<file path="src/inc/mic_pkg.sv">
// constants, layouts and carriers of the interrupt control block
// What this block does
// RQ1: eleven request sources are kept, each in a flag bit of its own.
// RQ2: a flag sets on its event whatever its own enable and the global enable.
// RQ3: global_irq_enable at control bit 7 lets unmasked requests through.
// RQ4: with global enable set, any flag with its enable (and, for peripheral flags, the group enable) set is taken at the next instruction boundary.
// RQ5: every reset clears the global enable.
// RQ6: taking a request clears global enable, pushes the return address, vectors.
// RQ7: return_from_irq leaves the handler and sets the global enable again.
// RQ8: peripheral flags and enables sit in two pairs, gated by a group enable.
// RQ9: pin and port-change requests reach the core in three or four cycles.
// RQ10: the external pin sets its flag at bit 1 on the edge chosen by the option.
// RQ11: clearing ext_pin_enable masks the pin request but the flag still sets.
// RQ12: an enabled pin request wakes from sleep; vectoring needs global enable.
// RQ13: timer zero wrapping from all ones to zero sets bit 2, enabled by bit 5.
// RQ14: a change on a selected port pin sets bit 0, gated by its own enable.
// RQ15: after wake-up the vector loads only with global enable set.
// RQ16: any enabled source wakes from sleep regardless of the global enable.
// RQ17: the core request is global enable and the OR of all enabled sources.
package mic_pkg;

  // ----------------------------------------------------------------
  // register map (word index on the plain port)
  // ----------------------------------------------------------------
  localparam int          ADDR_W          = 4;
  localparam logic [3:0]  OFS_CONTROL     = 4'h0;
  localparam logic [3:0]  OFS_OPTION      = 4'h1;
  localparam logic [3:0]  OFS_CHANGE_SEL  = 4'h2;
  localparam logic [3:0]  OFS_PFLAG_FIRST = 4'h3;
  localparam logic [3:0]  OFS_PFLAG_SEC   = 4'h4;
  localparam logic [3:0]  OFS_PEN_FIRST   = 4'h5;
  localparam logic [3:0]  OFS_PEN_SEC     = 4'h6;
  localparam logic [3:0]  OFS_EVT_STATUS  = 4'h7;
  localparam logic [3:0]  OFS_EVT_MASK    = 4'h8;

  // ----------------------------------------------------------------
  // control register fields, option edge bit
  // ----------------------------------------------------------------
  localparam int BIT_GIE    = 7;
  localparam int BIT_PEIE   = 6;
  localparam int BIT_TIMER_ZERO_OVERFLOW_ENABLE   = 5;
  localparam int BIT_EXTIE  = 4;
  localparam int BIT_CHGIE  = 3;
  localparam int BIT_TIMER_ZERO_OVERFLOW_FLAG   = 2;
  localparam int BIT_EXTIF  = 1;
  localparam int BIT_CHGIF  = 0;
  localparam int BIT_EDGE   = 6;

  // ----------------------------------------------------------------
  // reset values, vector, event bits
  // ----------------------------------------------------------------
  localparam logic [7:0]  RST_CONTROL    = 8'h00;
  localparam logic [7:0]  RST_OPTION     = 8'hFF;
  localparam logic [7:0]  RST_CHANGE_SEL = 8'hF0;
  localparam logic [12:0] IRQ_VECTOR     = 13'h0004;
  localparam logic [7:0]  TMR_ALL_ONES   = 8'hFF;
  localparam logic [7:0]  TMR_ZERO       = 8'h00;
  localparam int          EVT_W          = 3;
  localparam int          EVT_TAKEN      = 0;
  localparam int          EVT_WAKE       = 1;
  localparam int          EVT_RETURN     = 2;

  typedef enum logic [0:0] { ST_RUN, ST_SLEEP } mic_state_t;

  typedef struct packed {
    logic [3:0] addr;
    logic [7:0] wdata;
    logic       wr;
    logic       rd;
  } mic_bus_t;

  typedef struct packed {
    logic        instr_done;
    logic        return_from_irq;
    logic        sleep_enter;
    logic [12:0] next_pc;
  } mic_core_t;

endpackage : mic_pkg

</file>
<file path="src/mic_irq_ctrl.sv">
// interrupt control logic: flags, enables, vectoring and sleep wake-up
//
// The register addresses and the strobed register port are this design's own decisions.
`timescale 1ns/1ps
module mic_irq_ctrl #(
  parameter int PF1_W = 7,
  parameter int PF2_W = 1
) (
  input  wire logic              clk,
  input  wire logic              arst_n,
  input  wire mic_pkg::mic_bus_t bus,
  output logic [7:0]             rdata,
  input  wire mic_pkg::mic_core_t core,
  input  wire logic              ext_irq_pin,
  input  wire logic [7:0]        timer_zero_count,
  input  wire logic [7:0]        second_io_port,
  input  wire logic [PF1_W-1:0]  periph_event_first,
  input  wire logic [PF2_W-1:0]  periph_event_second,
  output logic                   irq_req,
  output logic                   vector_load,
  output logic [12:0]            vector_addr,
  output logic                   stack_push,
  output logic [12:0]            stack_push_addr,
  output logic                   wake,
  output logic                   sleeping,
  output logic                   sleep_as_nop,
  output logic                   irq_out
);

  // ----------------------------------------------------------------
  // reset release
  // ----------------------------------------------------------------
  logic rst_s1_q;
  logic rst_n;

  always_ff @(posedge clk or negedge arst_n) begin
    if (!arst_n) begin
      rst_s1_q <= 1'b0;
      rst_n    <= 1'b0;
    end else begin
      rst_s1_q <= 1'b1;
      rst_n    <= rst_s1_q;
    end
  end

  // ----------------------------------------------------------------
  // helpers
  // ----------------------------------------------------------------
  function automatic logic wr_hit(input mic_pkg::mic_bus_t b,
                                  input logic [3:0] ofs);
    wr_hit = b.wr && (b.addr == ofs);
  endfunction : wr_hit

  // software may write a flag either way; a same-cycle event still wins
  function automatic logic flag_next(input logic q, input logic hit,
                                     input logic wbit, input logic ev);
    flag_next = (hit ? wbit : q) | ev;
  endfunction : flag_next

  // ----------------------------------------------------------------
  // registers
  // ----------------------------------------------------------------
  // eleven sources: three core flags plus PF1_W + PF2_W peripheral flags
  logic [7:0]       control_q;                                   // [RQ1]
  logic [7:0]       option_q;
  logic [7:0]       change_sel_q;
  logic [PF1_W-1:0] pflag1_q;
  logic [PF2_W-1:0] pflag2_q;
  logic [PF1_W-1:0] pen1_q;
  logic [PF2_W-1:0] pen2_q;
  logic [mic_pkg::EVT_W-1:0] evt_status_q;
  logic [mic_pkg::EVT_W-1:0] evt_mask_q;
  mic_pkg::mic_state_t       state_q;

  // ----------------------------------------------------------------
  // edge detector priming
  // ----------------------------------------------------------------
  // history regs hold reset zeros on the first cycle, not the pin
  // levels; a pin left high over a reset must not read as an edge
  logic primed_q;

  always_ff @(posedge clk or negedge rst_n) begin
    if (!rst_n) begin
      primed_q <= 1'b0;
    end else begin
      primed_q <= 1'b1;
    end
  end

  // ----------------------------------------------------------------
  // source event detection
  // ----------------------------------------------------------------
  logic       ext_pin_q;
  logic [7:0] tmr_prev_q;
  logic [7:0] port_prev_q;
  logic       ext_rise;
  logic       ext_fall;
  logic       ext_edge_ev;
  logic       tmr_ovf_ev;
  logic       chg_ev;

  always_ff @(posedge clk or negedge rst_n) begin
    if (!rst_n) begin
      ext_pin_q   <= 1'b0;
      tmr_prev_q  <= 8'h00;
      port_prev_q <= 8'h00;
    end else begin
      ext_pin_q   <= ext_irq_pin;
      tmr_prev_q  <= timer_zero_count;
      port_prev_q <= second_io_port;
    end
  end

  // events are held off until the history regs have sampled once
  assign ext_rise    = primed_q & ext_irq_pin & ~ext_pin_q;
  assign ext_fall    = primed_q & ~ext_irq_pin & ext_pin_q;
  assign ext_edge_ev = option_q[mic_pkg::BIT_EDGE] ? ext_rise
                                                   : ext_fall;  // [RQ10]
  assign tmr_ovf_ev  = primed_q &&
                       (tmr_prev_q == mic_pkg::TMR_ALL_ONES) &&
                       (timer_zero_count == mic_pkg::TMR_ZERO);  // [RQ13]
  assign chg_ev      = primed_q &
                       (|((second_io_port ^ port_prev_q) &
                          change_sel_q));                        // [RQ14]

  // ----------------------------------------------------------------
  // request combination
  // ----------------------------------------------------------------
  logic core_src;
  logic periph_src;
  logic any_src;
  logic take;
  logic global_irq_enable;

  assign global_irq_enable        = control_q[mic_pkg::BIT_GIE];
  assign core_src   =
      (control_q[mic_pkg::BIT_EXTIF] & control_q[mic_pkg::BIT_EXTIE]) |  // [RQ11]
      (control_q[mic_pkg::BIT_TIMER_ZERO_OVERFLOW_FLAG]  & control_q[mic_pkg::BIT_TIMER_ZERO_OVERFLOW_ENABLE])  |  // [RQ13]
      (control_q[mic_pkg::BIT_CHGIF] & control_q[mic_pkg::BIT_CHGIE]);   // [RQ14]
  assign periph_src = control_q[mic_pkg::BIT_PEIE] &
                      (|(pflag1_q & pen1_q) | |(pflag2_q & pen2_q));     // [RQ8]
  assign any_src    = core_src | periph_src;
  // taken at the next instruction boundary, so two-cycle instructions
  // can see one cycle more latency from the registered request than one-cycle ones
  assign take       = irq_req && core.instr_done &&
                      (state_q == mic_pkg::ST_RUN);              // [RQ4] [RQ9]

  // ----------------------------------------------------------------
  // control register
  // ----------------------------------------------------------------
  logic       ctl_hit;
  logic [7:0] ctl_d;

  assign ctl_hit = wr_hit(bus, mic_pkg::OFS_CONTROL);

  always_comb begin
    ctl_d = ctl_hit ? bus.wdata : control_q;
    ctl_d[mic_pkg::BIT_EXTIF] = flag_next(control_q[mic_pkg::BIT_EXTIF],
        ctl_hit, bus.wdata[mic_pkg::BIT_EXTIF], ext_edge_ev);    // [RQ2] [RQ10]
    ctl_d[mic_pkg::BIT_TIMER_ZERO_OVERFLOW_FLAG]  = flag_next(control_q[mic_pkg::BIT_TIMER_ZERO_OVERFLOW_FLAG],
        ctl_hit, bus.wdata[mic_pkg::BIT_TIMER_ZERO_OVERFLOW_FLAG], tmr_ovf_ev);      // [RQ2] [RQ13]
    ctl_d[mic_pkg::BIT_CHGIF] = flag_next(control_q[mic_pkg::BIT_CHGIF],
        ctl_hit, bus.wdata[mic_pkg::BIT_CHGIF], chg_ev);         // [RQ2] [RQ14]
    // accepting a request outranks software and the return instruction
    if (take) begin
      ctl_d[mic_pkg::BIT_GIE] = 1'b0;                            // [RQ6]
    end else if (core.return_from_irq) begin
      ctl_d[mic_pkg::BIT_GIE] = 1'b1;                            // [RQ7]
    end
  end

  always_ff @(posedge clk or negedge rst_n) begin
    if (!rst_n) begin
      control_q <= mic_pkg::RST_CONTROL;                         // [RQ5]
    end else begin
      control_q <= ctl_d;
    end
  end

  // ----------------------------------------------------------------
  // option and pin select
  // ----------------------------------------------------------------
  always_ff @(posedge clk or negedge rst_n) begin
    if (!rst_n) begin
      option_q     <= mic_pkg::RST_OPTION;
      change_sel_q <= mic_pkg::RST_CHANGE_SEL;
    end else begin
      if (wr_hit(bus, mic_pkg::OFS_OPTION)) begin
        option_q <= bus.wdata;
      end
      if (wr_hit(bus, mic_pkg::OFS_CHANGE_SEL)) begin
        change_sel_q <= bus.wdata;
      end
    end
  end

  // ----------------------------------------------------------------
  // peripheral flags and enables
  // ----------------------------------------------------------------
  always_ff @(posedge clk or negedge rst_n) begin
    if (!rst_n) begin
      pflag1_q <= '0;
      pflag2_q <= '0;
    end else begin
      for (int i = 0; i < PF1_W; i++) begin
        pflag1_q[i] <= flag_next(pflag1_q[i],
            wr_hit(bus, mic_pkg::OFS_PFLAG_FIRST), bus.wdata[i],
            periph_event_first[i]);                              // [RQ2] [RQ8]
      end
      for (int j = 0; j < PF2_W; j++) begin
        pflag2_q[j] <= flag_next(pflag2_q[j],
            wr_hit(bus, mic_pkg::OFS_PFLAG_SEC), bus.wdata[j],
            periph_event_second[j]);                             // [RQ2] [RQ8]
      end
    end
  end

  always_ff @(posedge clk or negedge rst_n) begin
    if (!rst_n) begin
      pen1_q <= '0;
      pen2_q <= '0;
    end else begin
      if (wr_hit(bus, mic_pkg::OFS_PEN_FIRST)) begin
        pen1_q <= bus.wdata[PF1_W-1:0];
      end
      if (wr_hit(bus, mic_pkg::OFS_PEN_SEC)) begin
        pen2_q <= bus.wdata[PF2_W-1:0];
      end
    end
  end

  // ----------------------------------------------------------------
  // core request and vectoring
  // ----------------------------------------------------------------
  always_ff @(posedge clk or negedge rst_n) begin
    if (!rst_n) begin
      irq_req <= 1'b0;
    end else begin
      // dropped in the cycle of the take so it cannot fire twice
      irq_req <= global_irq_enable && any_src && !take;                        // [RQ3] [RQ17]
    end
  end

  always_ff @(posedge clk or negedge rst_n) begin
    if (!rst_n) begin
      vector_load     <= 1'b0;
      vector_addr     <= 13'h0000;
      stack_push      <= 1'b0;
      stack_push_addr <= 13'h0000;
    end else begin
      vector_load <= take;                                       // [RQ6]
      stack_push  <= take;                                       // [RQ6]
      if (take) begin
        vector_addr     <= mic_pkg::IRQ_VECTOR;                  // [RQ6] [RQ15]
        stack_push_addr <= core.next_pc;                         // [RQ6]
      end
    end
  end

  // ----------------------------------------------------------------
  // sleep and wake-up
  // ----------------------------------------------------------------
  logic wake_ev;
  logic nop_ev;

  // wake ignores the global enable; the later take needs it
  assign wake_ev = (state_q == mic_pkg::ST_SLEEP) && any_src;   // [RQ12] [RQ16]
  // a request already pending turns the sleep instruction into a no-op
  assign nop_ev  = (state_q == mic_pkg::ST_RUN) && core.sleep_enter &&
                   any_src;

  always_ff @(posedge clk or negedge rst_n) begin
    if (!rst_n) begin
      state_q <= mic_pkg::ST_RUN;
    end else begin
      case (state_q)
        mic_pkg::ST_RUN: begin
          if (core.sleep_enter && !any_src) begin
            state_q <= mic_pkg::ST_SLEEP;
          end
        end
        mic_pkg::ST_SLEEP: begin
          if (any_src) begin
            state_q <= mic_pkg::ST_RUN;                          // [RQ15]
          end
        end
        default: begin
          state_q <= mic_pkg::ST_RUN;
        end
      endcase
    end
  end

  always_ff @(posedge clk or negedge rst_n) begin
    if (!rst_n) begin
      wake         <= 1'b0;
      sleeping     <= 1'b0;
      sleep_as_nop <= 1'b0;
    end else begin
      wake         <= wake_ev;                                   // [RQ12]
      sleeping     <= (state_q == mic_pkg::ST_RUN) ?
                      (core.sleep_enter && !any_src) : !any_src;
      sleep_as_nop <= nop_ev;
    end
  end

  // ----------------------------------------------------------------
  // block event status, mask and interrupt line
  // ----------------------------------------------------------------
  logic [mic_pkg::EVT_W-1:0] evt_set;
  logic [mic_pkg::EVT_W-1:0] evt_clr;

  always_comb begin
    evt_set = '0;
    evt_set[mic_pkg::EVT_TAKEN]  = take;
    evt_set[mic_pkg::EVT_WAKE]   = wake_ev;
    evt_set[mic_pkg::EVT_RETURN] = core.return_from_irq;
    evt_clr = wr_hit(bus, mic_pkg::OFS_EVT_STATUS) ?
              bus.wdata[mic_pkg::EVT_W-1:0] : '0;
  end

  always_ff @(posedge clk or negedge rst_n) begin
    if (!rst_n) begin
      evt_status_q <= '0;
      evt_mask_q   <= '0;
      irq_out      <= 1'b0;
    end else begin
      // set beats a write-one-to-clear in the same cycle
      evt_status_q <= (evt_status_q & ~evt_clr) | evt_set;
      if (wr_hit(bus, mic_pkg::OFS_EVT_MASK)) begin
        evt_mask_q <= bus.wdata[mic_pkg::EVT_W-1:0];
      end
      irq_out <= |(((evt_status_q & ~evt_clr) | evt_set) &
                   (wr_hit(bus, mic_pkg::OFS_EVT_MASK) ?
                    bus.wdata[mic_pkg::EVT_W-1:0] : evt_mask_q));
    end
  end

  // ----------------------------------------------------------------
  // read port
  // ----------------------------------------------------------------
  always_ff @(posedge clk or negedge rst_n) begin
    if (!rst_n) begin
      rdata <= 8'h00;
    end else if (bus.rd) begin
      case (bus.addr)
        mic_pkg::OFS_CONTROL:     rdata <= control_q;
        mic_pkg::OFS_OPTION:      rdata <= option_q;
        mic_pkg::OFS_CHANGE_SEL:  rdata <= change_sel_q;
        mic_pkg::OFS_PFLAG_FIRST: rdata <= 8'(pflag1_q);
        mic_pkg::OFS_PFLAG_SEC:   rdata <= 8'(pflag2_q);
        mic_pkg::OFS_PEN_FIRST:   rdata <= 8'(pen1_q);
        mic_pkg::OFS_PEN_SEC:     rdata <= 8'(pen2_q);
        mic_pkg::OFS_EVT_STATUS:  rdata <= 8'(evt_status_q);
        mic_pkg::OFS_EVT_MASK:    rdata <= 8'(evt_mask_q);
        default:                  rdata <= 8'h00;
      endcase
    end else begin
      rdata <= 8'h00;
    end
  end

endmodule : mic_irq_ctrl
</file>
<file path="config.mk">
export PLATFORM = sky130hd
export DESIGN_NAME = mic_irq_ctrl
export DESIGN_NICKNAME = d
export VERILOG_FILES = /design/src/inc/mic_pkg.sv /design/src/mic_irq_ctrl.sv
export SDC_FILE = /design/constraint.sdc
export NUM_CORES = 1
export LEC_CHECK = 0
export BUFFER_PORTS_ARGS = -buffer_cell sky130_fd_sc_hd__buf_2
export CAP_MARGIN = 25
export CORE_ASPECT_RATIO = 2
export CORE_UTILIZATION = 50
export CTS_BUF_LIST = sky130_fd_sc_hd__clkbuf_8 sky130_fd_sc_hd__clkbuf_16
export DETAILED_ROUTE_END_ITERATION = 10
export MAX_ROUTING_LAYER = met4
export PLACE_DENSITY = 0.8
export SETUP_SLACK_MARGIN = 0.3
export SYNTH_ARGS = -nofsm -noshare
export SYNTH_HDL_FRONTEND = slang
export SYNTH_SLANG_ARGS = --single-unit
</file>
<file path="constraint.sdc">
create_clock -name clk -period 8.4 [get_ports clk]
set_input_delay 0 -clock clk [delete_from_list [all_inputs] [get_ports clk]]
set_output_delay 0 -clock clk [all_outputs]
set_load 0.005 [all_outputs]
</file>
==> out/results.ini, run 1 <==
[min_path]
min-delay-path-class=primary input to register

[worst_setup_path]
critPathMaxStageDelay_ps=560
timing.critical_path.fanout_max=18
critPathCaptureType=register
path_delay_family=simple AND/OR/NAND/NOR gates
cp-start-kind=register
timing.critical_path.mode_cell=sky130_fd_sc_hd__nand2_1
r2r_setup_slack_ps=6550
timing.setup.critical_path_class=register to register
critical_path_buf_inv_count=1
path_cells=nand3b_1 > inv_1 > nand2_1 > nand2_1
worst-endpoint-arrival_ps=2130
worst-endpoint-required_ps=8680
critical_path.slowest_cell=sky130_fd_sc_hd__nand3b_1

[global_routing]
grt_first_pass_wirelength_mm=15.73
first_global_vias=3285
grt_util_all_layers=0.2625
grt_max_degree=77
antenna_found_initial=0
globalRouteOverflowTotal=0

[synthesis]
synth_top_cell_by_area=sky130_fd_sc_hd__dfrtp_1
synth_edf_count=0
synthesis.instances=336
post_synth_instance_area_sq_mm=0.004011
synth_top_area_share=0.5115
synth.distinct_cells=48
synth.yosys.seq_area_share=0.5901
synth_async_sr_flop_share=1.000
avgSynthCellArea_sq_um=11.94
ys_dominant_reg_cell=sky130_fd_sc_hd__dfrtp_1
post_synth_main_area_contributors=sky130_fd_sc_hd__dfrtp_1 51%, sky130_fd_sc_hd__dfstp_2 7.9%, sky130_fd_sc_hd__nand2_1 5.1%
yosys_warnings=0
synth-seq-cells=94

[power]
pwr-share-seq=0.503
switching_share_of_power=0.2753
p_int_mw=0.8787
vdd.ir_drop.worst_mv=0.1832
clock_power_share=0.304
power-per-cell-area_mw_per_mm2=231.3
p_switching_mw=0.3338
p_comb_frac=0.192
power.static_leakage_nw=2.467

[sta]
timing.slew.headroom=0.4846
setup_repair_after_global_routing_missed_its_margin=no
setup_violations=0
final_period_util=0.2201
final.min_clock_period_ps=1848
slew_viol_final=0
final.setup_skew_ps=5.131
final.setup.tns_ps=0
report.final.hold_viol_count=0
max_freq_mhz=541.0
hold_slack_ps=29.59
worst_pin_slew_ps=768.9

[detailed_routing]
drc=0
routed-via-count=3165
drt_wl_total_mm=9.707
dr.pass1.iters=8
drt-wirelength-per-cell_microns=17.09
postRouteAntennaNets=0
initial_detailed_routing_violation_count=185
via_per_inst=5.572

[flow_run]
max_cap_viol_count=0

[cts]
clkLatencyLatePin_ps=340
clockRootBuffer=sky130_fd_sc_hd__clkbuf_16
cts_buffers=9
clockBufferDepth=2
htreeDepth=3
cts_resized=0
cts.clk_slew.worst_paths_ps=60
cts_num_sinks=94
tritoncts=yes

[place]
routability_congestion_estimate_from_global_placement=0.9130
placedCellCount=503
post-dp-hpwl_mm=6.712
numPortBuffers=85

[finish]
insertedDiodeCount=0
stdcell_count=568
area_growth_syn_to_layout_pct=30.66
most_common_cell_after_layout_fill_and_taps_aside=sky130_fd_sc_hd__buf_2
mostFrequentLayoutCells=85 x sky130_fd_sc_hd__buf_2, 81 x sky130_fd_sc_hd__dfrtp_1, 55 x sky130_fd_sc_hd__nand2_1, 49 x sky130_fd_sc_hd__dlygate4sd3_1
layout.filler_cells=587
post_route_cells_drive_above_1_share=0.2869
fin_util=0.6845
final_layout_net_count=526

[status]
outcome=finished, final reports clean

[die]
starting_density=0.5239
design.core.area_sq_mm=0.007657
die_height_microns=128.7
floorplan.die.width_microns=65.34
floorplan.io_pins=98
rows=45
die_area_sq_mm=0.008407

[synth_stat cells (6+ instances only)]
cell,instances
sky130_fd_sc_hd__nand3_1,7
sky130_fd_sc_hd__a211o_1,8
sky130_fd_sc_hd__mux2_2,15
sky130_fd_sc_hd__buf_4,13
sky130_fd_sc_hd__dfrtp_1,82
sky130_fd_sc_hd__clkbuf_1,7
sky130_fd_sc_hd__a222oi_1,6
sky130_fd_sc_hd__a21oi_1,6
sky130_fd_sc_hd__xor2_1,8
sky130_fd_sc_hd__a22oi_1,15
sky130_fd_sc_hd__mux2_1,15
sky130_fd_sc_hd__nor2_1,8
sky130_fd_sc_hd__nand2_1,55
sky130_fd_sc_hd__and3_1,11
sky130_fd_sc_hd__dfstp_2,12
[sequential cells by signal (all words and copies together) (netlist names), 3 cells and up]
register	flops
stack_push_addr	13
change_sel_q	8
control_q	8
option_q	8
port_prev_q	8
rdata	8
tmr_prev_q	8
pen1_q	7
pflag1_q	7
evt_mask_q	3
evt_status_q	3
[area by class of cell]
cell class | count | area [sq um] | share of cell area
inverters | 2 | 7.507 | 0.001432
multi-input cells | 226 | 1521 | 0.2903
repair buffers | 136 | 950.9 | 0.1814
clock buffers | 11 | 252.7 | 0.04822
flip-flops and latches | 94 | 2371 | 0.4524
clock inverters | 5 | 20.02 | 0.003820
well taps | 94 | 117.6 | 0.02244
[path summary, 6_finish.rpt]
kind	startpoint	endpoint	cells past startpoint
worst max-delay path	sleeping$_DFF_PN0_	stack_push_addr[6]$_DFFE_PN0P_	4
worst min-delay path	bus[2]	change_sel_q[0]$_DFFE_PN0P_	2
worst max register to register	sleeping$_DFF_PN0_	stack_push_addr[6]$_DFFE_PN0P_	4
worst min register to register	rst_n$_DFF_PN0_	pflag1_q[5]$_DFF_PN0_	0
max in group asynchronous	rst_n$_DFF_PN0_	option_q[1]$_DFFE_PN1P_	1
min in group asynchronous	rst_n$_DFF_PN0_	pflag1_q[5]$_DFF_PN0_	0
[power by group through the flow]
stage / clock network (mW) / logic, mW / registers [mW]
global route: 0.395 / 0.260 / 0.619
global placement: 0 / 0.198 / 0.617
floorplan: 0 / 0.124 / 0.607
detailed placement: 0 / 0.215 / 0.614
finish: 0.369 / 0.233 / 0.610
CTS: 0.374 / 0.232 / 0.608
[layer usage]
metal,GRT usage,vias to the layer above,wire length (microns)
met2,0.4391,138,5318
met4,0.1330,0,328
met5,-,-,0
met3,0.05762,33,444
li1,-,1449,-
met1,0.2872,1545,3615
[logic make-up after synthesis]
group	count (synthesis)	share of synthesized area
buf+inv	28	0.04180
flops	94	0.5901
other cells	2	0.001872
mux	34	0.09420
simple gates	114	0.1475
compound gates	56	0.1070
xor+xnor	8	0.01747
[stage by stage]
stage / instance area [sq um] / power (mW) / setup slack, ps
floorplan: 4056 / 0.7307 / 5609
CTS: 5241 / 1.214 / 6637
detailed placement: 4478 / 0.8289 / 6634
global placement: 4451 / 0.8146 / 6664
global route: 5241 / 1.274 / 6396
finish: 5241 / 1.212 / 6552
[repair_timing]
action / in CTS / in global routing
hold buffers: 49 / 0
hold endpoints to repair: 64 / 0
buffers inserted: 0 / 0
Power figures use the tool's default switching activity.
==> run 2: changes to the inputs <==
Settings changed: CORE_UTILIZATION 50 to 48, PLACE_DENSITY 0.8 to 0.81.
Clock period 8.4 ns to 1.7 ns, I/O delays scaled along.
==> out/results.ini, run 2 (same netlist as run 1, synthesis figures left out) <==
[finish]
post_route_cells_drive_above_1_share=0.3327
fin_area_sq_mm=0.005394
layout.filler_cells=608
most_common_cell_after_layout_fill_and_taps_aside=sky130_fd_sc_hd__buf_2
largest_register_ff_count=13
stdcell_count=589
multi_input_comb_area_sq_mm=0.001544
insertedDiodeCount=0
mostFrequentLayoutCells=85 x sky130_fd_sc_hd__buf_2, 81 x sky130_fd_sc_hd__dfrtp_1, 55 x sky130_fd_sc_hd__nand2_1, 47 x sky130_fd_sc_hd__dlygate4sd3_1, 21 x sky130_fd_sc_hd__buf_4
seqCellArea_sq_mm=0.002371
register_bank_with_the_most_flops=stack_push_addr
final_layout_net_count=545
area_growth_syn_to_layout_pct=34.47

[detailed_routing]
drt-wirelength-per-cell_microns=18.02
routed-via-count=3264
drc=0
dr.pass1.iters=6
initial_detailed_routing_violation_count=158
postRouteAntennaNets=0
drt_wl_total_mm=10.61
via_per_inst=5.542

[worst_setup_path]
path_cells=a222oi_1 > nor2b_1 > a311o_1 > a221o_1
worst-endpoint-arrival_ps=1840
r2r.worst_path.cells=4
critical_path.slowest_cell=sky130_fd_sc_hd__dfrtp_1
worst_r2r_endpoint=irq_out$_DFF_PN0_
worst_setup_path_endpoint=irq_out$_DFF_PN0_
r2r-start=control_q[4]$_DFFE_PN0P_
timing.setup.critical_path_class=register to register
path_delay_family=compound AO/OA/AOI/OAI gates
critical_path_startpoint=control_q[4]$_DFFE_PN0P_
timing.critical_path.fanout_max=3
cp_num_cells=4
critical_path_buf_inv_count=0
cp-start-kind=register
critPathCaptureType=register
critPathMaxStageDelay_ps=400
worst-endpoint-required_ps=1920
r2r_setup_slack_ps=70

[sta]
slew_viol_final=0
final_period_util=0.9565
setup_repair_after_global_routing_missed_its_margin=yes
final_critical_path_setup_slack_ps=73.99
final.setup_skew_ps=8.150
report.final.hold_viol_count=0
setup_violations=0
max_freq_mhz=615.0
final.min_clock_period_ps=1626

[cts]
clkLatencyLatePin_ps=340
clockRootBuffer=sky130_fd_sc_hd__clkbuf_16
tritoncts=yes
cts_num_sinks=94
htreeDepth=3
clockBufferDepth=2
cts_buffers=9
cts.clk_slew.worst_paths_ps=60

[die]
floorplan.io_pins=98
rows=46
floorplan.die.width_microns=66.64
starting_density=0.5014
die_area_sq_mm=0.008749
die_height_microns=131.3
design.core.area_sq_mm=0.008000

[place]
dp_slack_ps=62.72
numPortBuffers=85
placedCellCount=522
post-dp-hpwl_mm=7.408
place_area_sq_mm=0.004601
routability_congestion_estimate_from_global_placement=1.017

[global_routing]
globalRouteOverflowTotal=0
grt_util_all_layers=0.2724
grt_first_pass_wirelength_mm=17.06
grt_max_degree=38
antenna_found_initial=0
first_global_vias=3544

[power]
power.static_leakage_nw=2.541
power-per-cell-area_mw_per_mm2=1129
vdd.ir_drop.worst_mv=1.024

[flow_run]
max_cap_viol_count=0

[min_path]
min-delay-path-class=primary input to register

[status]
outcome=finished, final reports clean

run 2: cell count changes in the layout (fill, tap and decap cells not counted), sizes merged:
cell	before	now
buf	87	107
clkbuf	11	10
clkinv	1	2
clkinvlp	0	2
dlygate4sd3	49	47
inv	6	5
run 2: power by group:
part / total [mW] / internal (mW) / leakage, nW / switching, mW
Combinational: 1.27 / 0.658 / 1.31 / 0.612
Sequential: 3.02 / 2.71 / 1.09 / 0.308
Clock: 1.80 / 1.01 / 0.146 / 0.782
run 2: worst min-delay path by stage:
stage          slack (ps)  cells past startpoint                          end  startpoint
6_report               20                      2  change_sel_q[2]$_DFFE_PN0P_      bus[4]
2_1_floorplan        -300                      0           rst_s1_q$_DFF_PN0_      arst_n
5_1_grt                20                      2  change_sel_q[2]$_DFFE_PN0P_      bus[4]
3_3_place_gp         -210                      1           rst_s1_q$_DFF_PN0_      arst_n
3_5_place_dp         -210                      1           rst_s1_q$_DFF_PN0_      arst_n
4_1_cts                10                      2        pen1_q[2]$_DFFE_PN0P_      bus[4]
run 2: final cells by class:
type,instances,share of cell area
clock buffers,10,0.04431
multi-input cells,226,0.2862
repair buffers,154,0.1990
well taps,96,0.02227
clock inverters,6,0.005567
flip-flops and latches,94,0.4396
repair inverters,1,0.0009279
inverters,2,0.002088
run 2: metrics by stage:
| stage | hold slack, ps | util | TNS, ps | power (mW) |
|---|---|---|---|---|
| 2_1_floorplan | -295.6 | - | 0 | 3.611 |
| 6_report | 17.03 | 0.6742 | 0 | 6.088 |
| 3_5_place_dp | -213.2 | 0.5751 | 0 | 4.136 |
| 5_1_grt | 15.98 | 0.6742 | -60.23 | 6.390 |
| 3_3_place_gp | -213.4 | 0.5751 | 0 | 4.087 |
| 4_1_cts | 14.08 | 0.6706 | 0 | 6.049 |
run 2: worst register-to-register path, stage by stage, from the launching register on:
cell	delay, ps
sky130_fd_sc_hd__dfrtp_1	400
sky130_fd_sc_hd__a222oi_1	400
sky130_fd_sc_hd__nor2b_1	100
sky130_fd_sc_hd__a311o_1	300
sky130_fd_sc_hd__a221o_1	310
run 2: routing by layer:
metal	GRT usage	wire length, microns
met5	-	0
met4	0.1513	456
met3	0.05729	501
met2	0.4624	5990
met1	0.2792	3664
run 2: what timing repair did:
action                                  in CTS  in global routing
endpoints found under the setup margin       5                 20
resized for setup                            2                  4
pin swaps                                    2                  1
gates cloned                                 0                  1
endpoints found under the hold margin       63                  0
setup buffers                                2                  1
hold buffers                                47                  0
==> run 3: changes to the inputs <==
Settings changed: CTS_CLUSTER_SIZE from default to 28, RECOVER_POWER from default to 25.
==> out/results.ini, run 3 (same netlist as run 1, synthesis figures left out) <==
[finish]
largest_register_ff_count=13
area_growth_syn_to_layout_pct=33.62
final_layout_net_count=545
insertedDiodeCount=0
register_bank_with_the_most_flops=stack_push_addr
post_route_cells_drive_above_1_share=0.3022
mostFrequentLayoutCells=82 x sky130_fd_sc_hd__dfrtp_1, 71 x sky130_fd_sc_hd__buf_2, 55 x sky130_fd_sc_hd__nand2_1, 47 x sky130_fd_sc_hd__dlygate4sd3_1, 21 x sky130_fd_sc_hd__buf_4
most_common_cell_after_layout_fill_and_taps_aside=sky130_fd_sc_hd__dfrtp_1
fin_util=0.6700

[sta]
setup_repair_after_global_routing_missed_its_margin=yes
setup_violations=0
report.final.hold_viol_count=0
timing.slew.headroom=0.4051
final.setup_skew_ps=8.769
final_period_util=0.9593
worst_pin_slew_ps=892.4
hold_slack_ps=17.44
final.setup.tns_ps=0
final_critical_path_setup_slack_ps=69.11
final.min_clock_period_ps=1631
slew_viol_final=0
max_freq_mhz=613.2

[global_routing]
antenna_found_initial=0
grt_first_pass_wirelength_mm=17.06
grt_max_degree=38
globalRouteOverflowTotal=0
grt_util_all_layers=0.2724
first_global_vias=3544

[worst_setup_path]
timing.setup.critical_path_class=register to register
worst-endpoint-arrival_ps=1850
critical_path_buf_inv_count=0
worst-endpoint-required_ps=1920
critical_path.slowest_cell=sky130_fd_sc_hd__dfrtp_1
cp-start-kind=register
timing.critical_path.fanout_max=3
critPathMaxStageDelay_ps=400
critPathCaptureType=register
path_cells=a222oi_1 > nor2b_1 > a311o_1 > a221o_1
path_delay_family=compound AO/OA/AOI/OAI gates

[cts]
cts_num_sinks=94
htreeDepth=3
clockBufferDepth=2
cts_buffers=9
clockRootBuffer=sky130_fd_sc_hd__clkbuf_16
cts.clk_slew.worst_paths_ps=60
clkLatencyLatePin_ps=330
tritoncts=yes

[detailed_routing]
postRouteAntennaNets=0
routed-via-count=3260
via_per_inst=5.535
dr.pass1.iters=5
drt_wl_total_mm=10.64
initial_detailed_routing_violation_count=132
drc=0
drt-wirelength-per-cell_microns=18.07

[power]
power.static_leakage_nw=2.498
power.total_mw=6.079
p_comb_frac=0.208
p_switching_mw=1.702
clock_power_share=0.295
switching_share_of_power=0.2800
power-per-cell-area_mw_per_mm2=1134
pwr-share-seq=0.497
p_int_mw=4.377
vdd.ir_drop.worst_mv=1.026

[flow_run]
max_cap_viol_count=0

[die]
die_height_microns=131.3
design.core.area_sq_mm=0.008000
rows=46
floorplan.die.width_microns=66.64
floorplan.io_pins=98
die_area_sq_mm=0.008749
starting_density=0.5014

[place]
routability_congestion_estimate_from_global_placement=1.017
post-dp-hpwl_mm=7.408
dp_slack_ps=62.72
numPortBuffers=85

[min_path]
min-delay-path-class=primary input to register

[status]
outcome=finished, final reports clean

==> run 3: cell count changes in the layout (fill, tap and decap cells not counted) <==
cell and change:
sky130_fd_sc_hd__clkbuf_1 +14, sky130_fd_sc_hd__buf_12 -1, sky130_fd_sc_hd__dfrtp_1 +1, sky130_fd_sc_hd__buf_2 -14, sky130_fd_sc_hd__clkbuf_4 +1, sky130_fd_sc_hd__dfrtp_4 -1
==> run 3: final cells by class <==
cell class	instances	area (sq um)
fillers	615	2640
repair buffers	154	1044
inverters	2	11.26
clock buffers	10	239.0
well taps	96	120.1
multi-input cells	226	1544
flip-flops and latches	94	2367
repair inverters	1	5.005
clock inverters	6	30.03
==> run 3: power by group through the flow <==
stage | Clock, mW | Combinational, mW | Sequential [mW]
global route | 1.92 | 1.40 | 3.06
CTS | 1.83 | 1.21 | 3.00
detailed placement | 0 | 1.11 | 3.03
global placement | 0 | 1.07 | 3.02
floorplan | 0 | 0.612 | 3.00
finish | 1.80 | 1.26 | 3.02
==> run 3: stage by stage <==
step	instance area, sq um	instances
floorplan	4060	348
global placement	4601	522
detailed placement	4601	522
CTS	5365	587
global route	5360	589
finish	5360	589
==> run 3: worst paths after layout <==
check	startpoint	end	slack (ps)	depth (start not counted)
setup / recovery	control_q[4]$_DFFE_PN0P_	irq_out$_DFF_PN0_	70	4
max in group asynchronous	rst_n$_DFF_PN0_	option_q[2]$_DFFE_PN1P_	210	1
hold / removal	bus[4]	change_sel_q[2]$_DFFE_PN0P_	20	2
setup reg to reg	control_q[4]$_DFFE_PN0P_	irq_out$_DFF_PN0_	70	4
min in group asynchronous	rst_n$_DFF_PN0_	control_q[1]$_DFF_PN0_	370	0
hold reg to reg	rst_s1_q$_DFF_PN0_	rst_n$_DFF_PN0_	360	0
==> run 3: metal layers <==
metal | wire [microns] | vias up | GRT usage
met5 | 0 | - | -
met3 | 515 | 30 | 0.05729
met2 | 6006 | 149 | 0.4624
li1 | - | 1484 | -
met1 | 3666 | 1597 | 0.2792
met4 | 456 | 0 | 0.1513
==> run 3: timing repair <==
action                     CTS  global route
pin swaps                    2             1
cloned                       0             1
hold buffers                47             0
hold endpoints to repair    63             0
buffers inserted             2             1
resized for setup            2             4
setup endpoints to repair    5            20
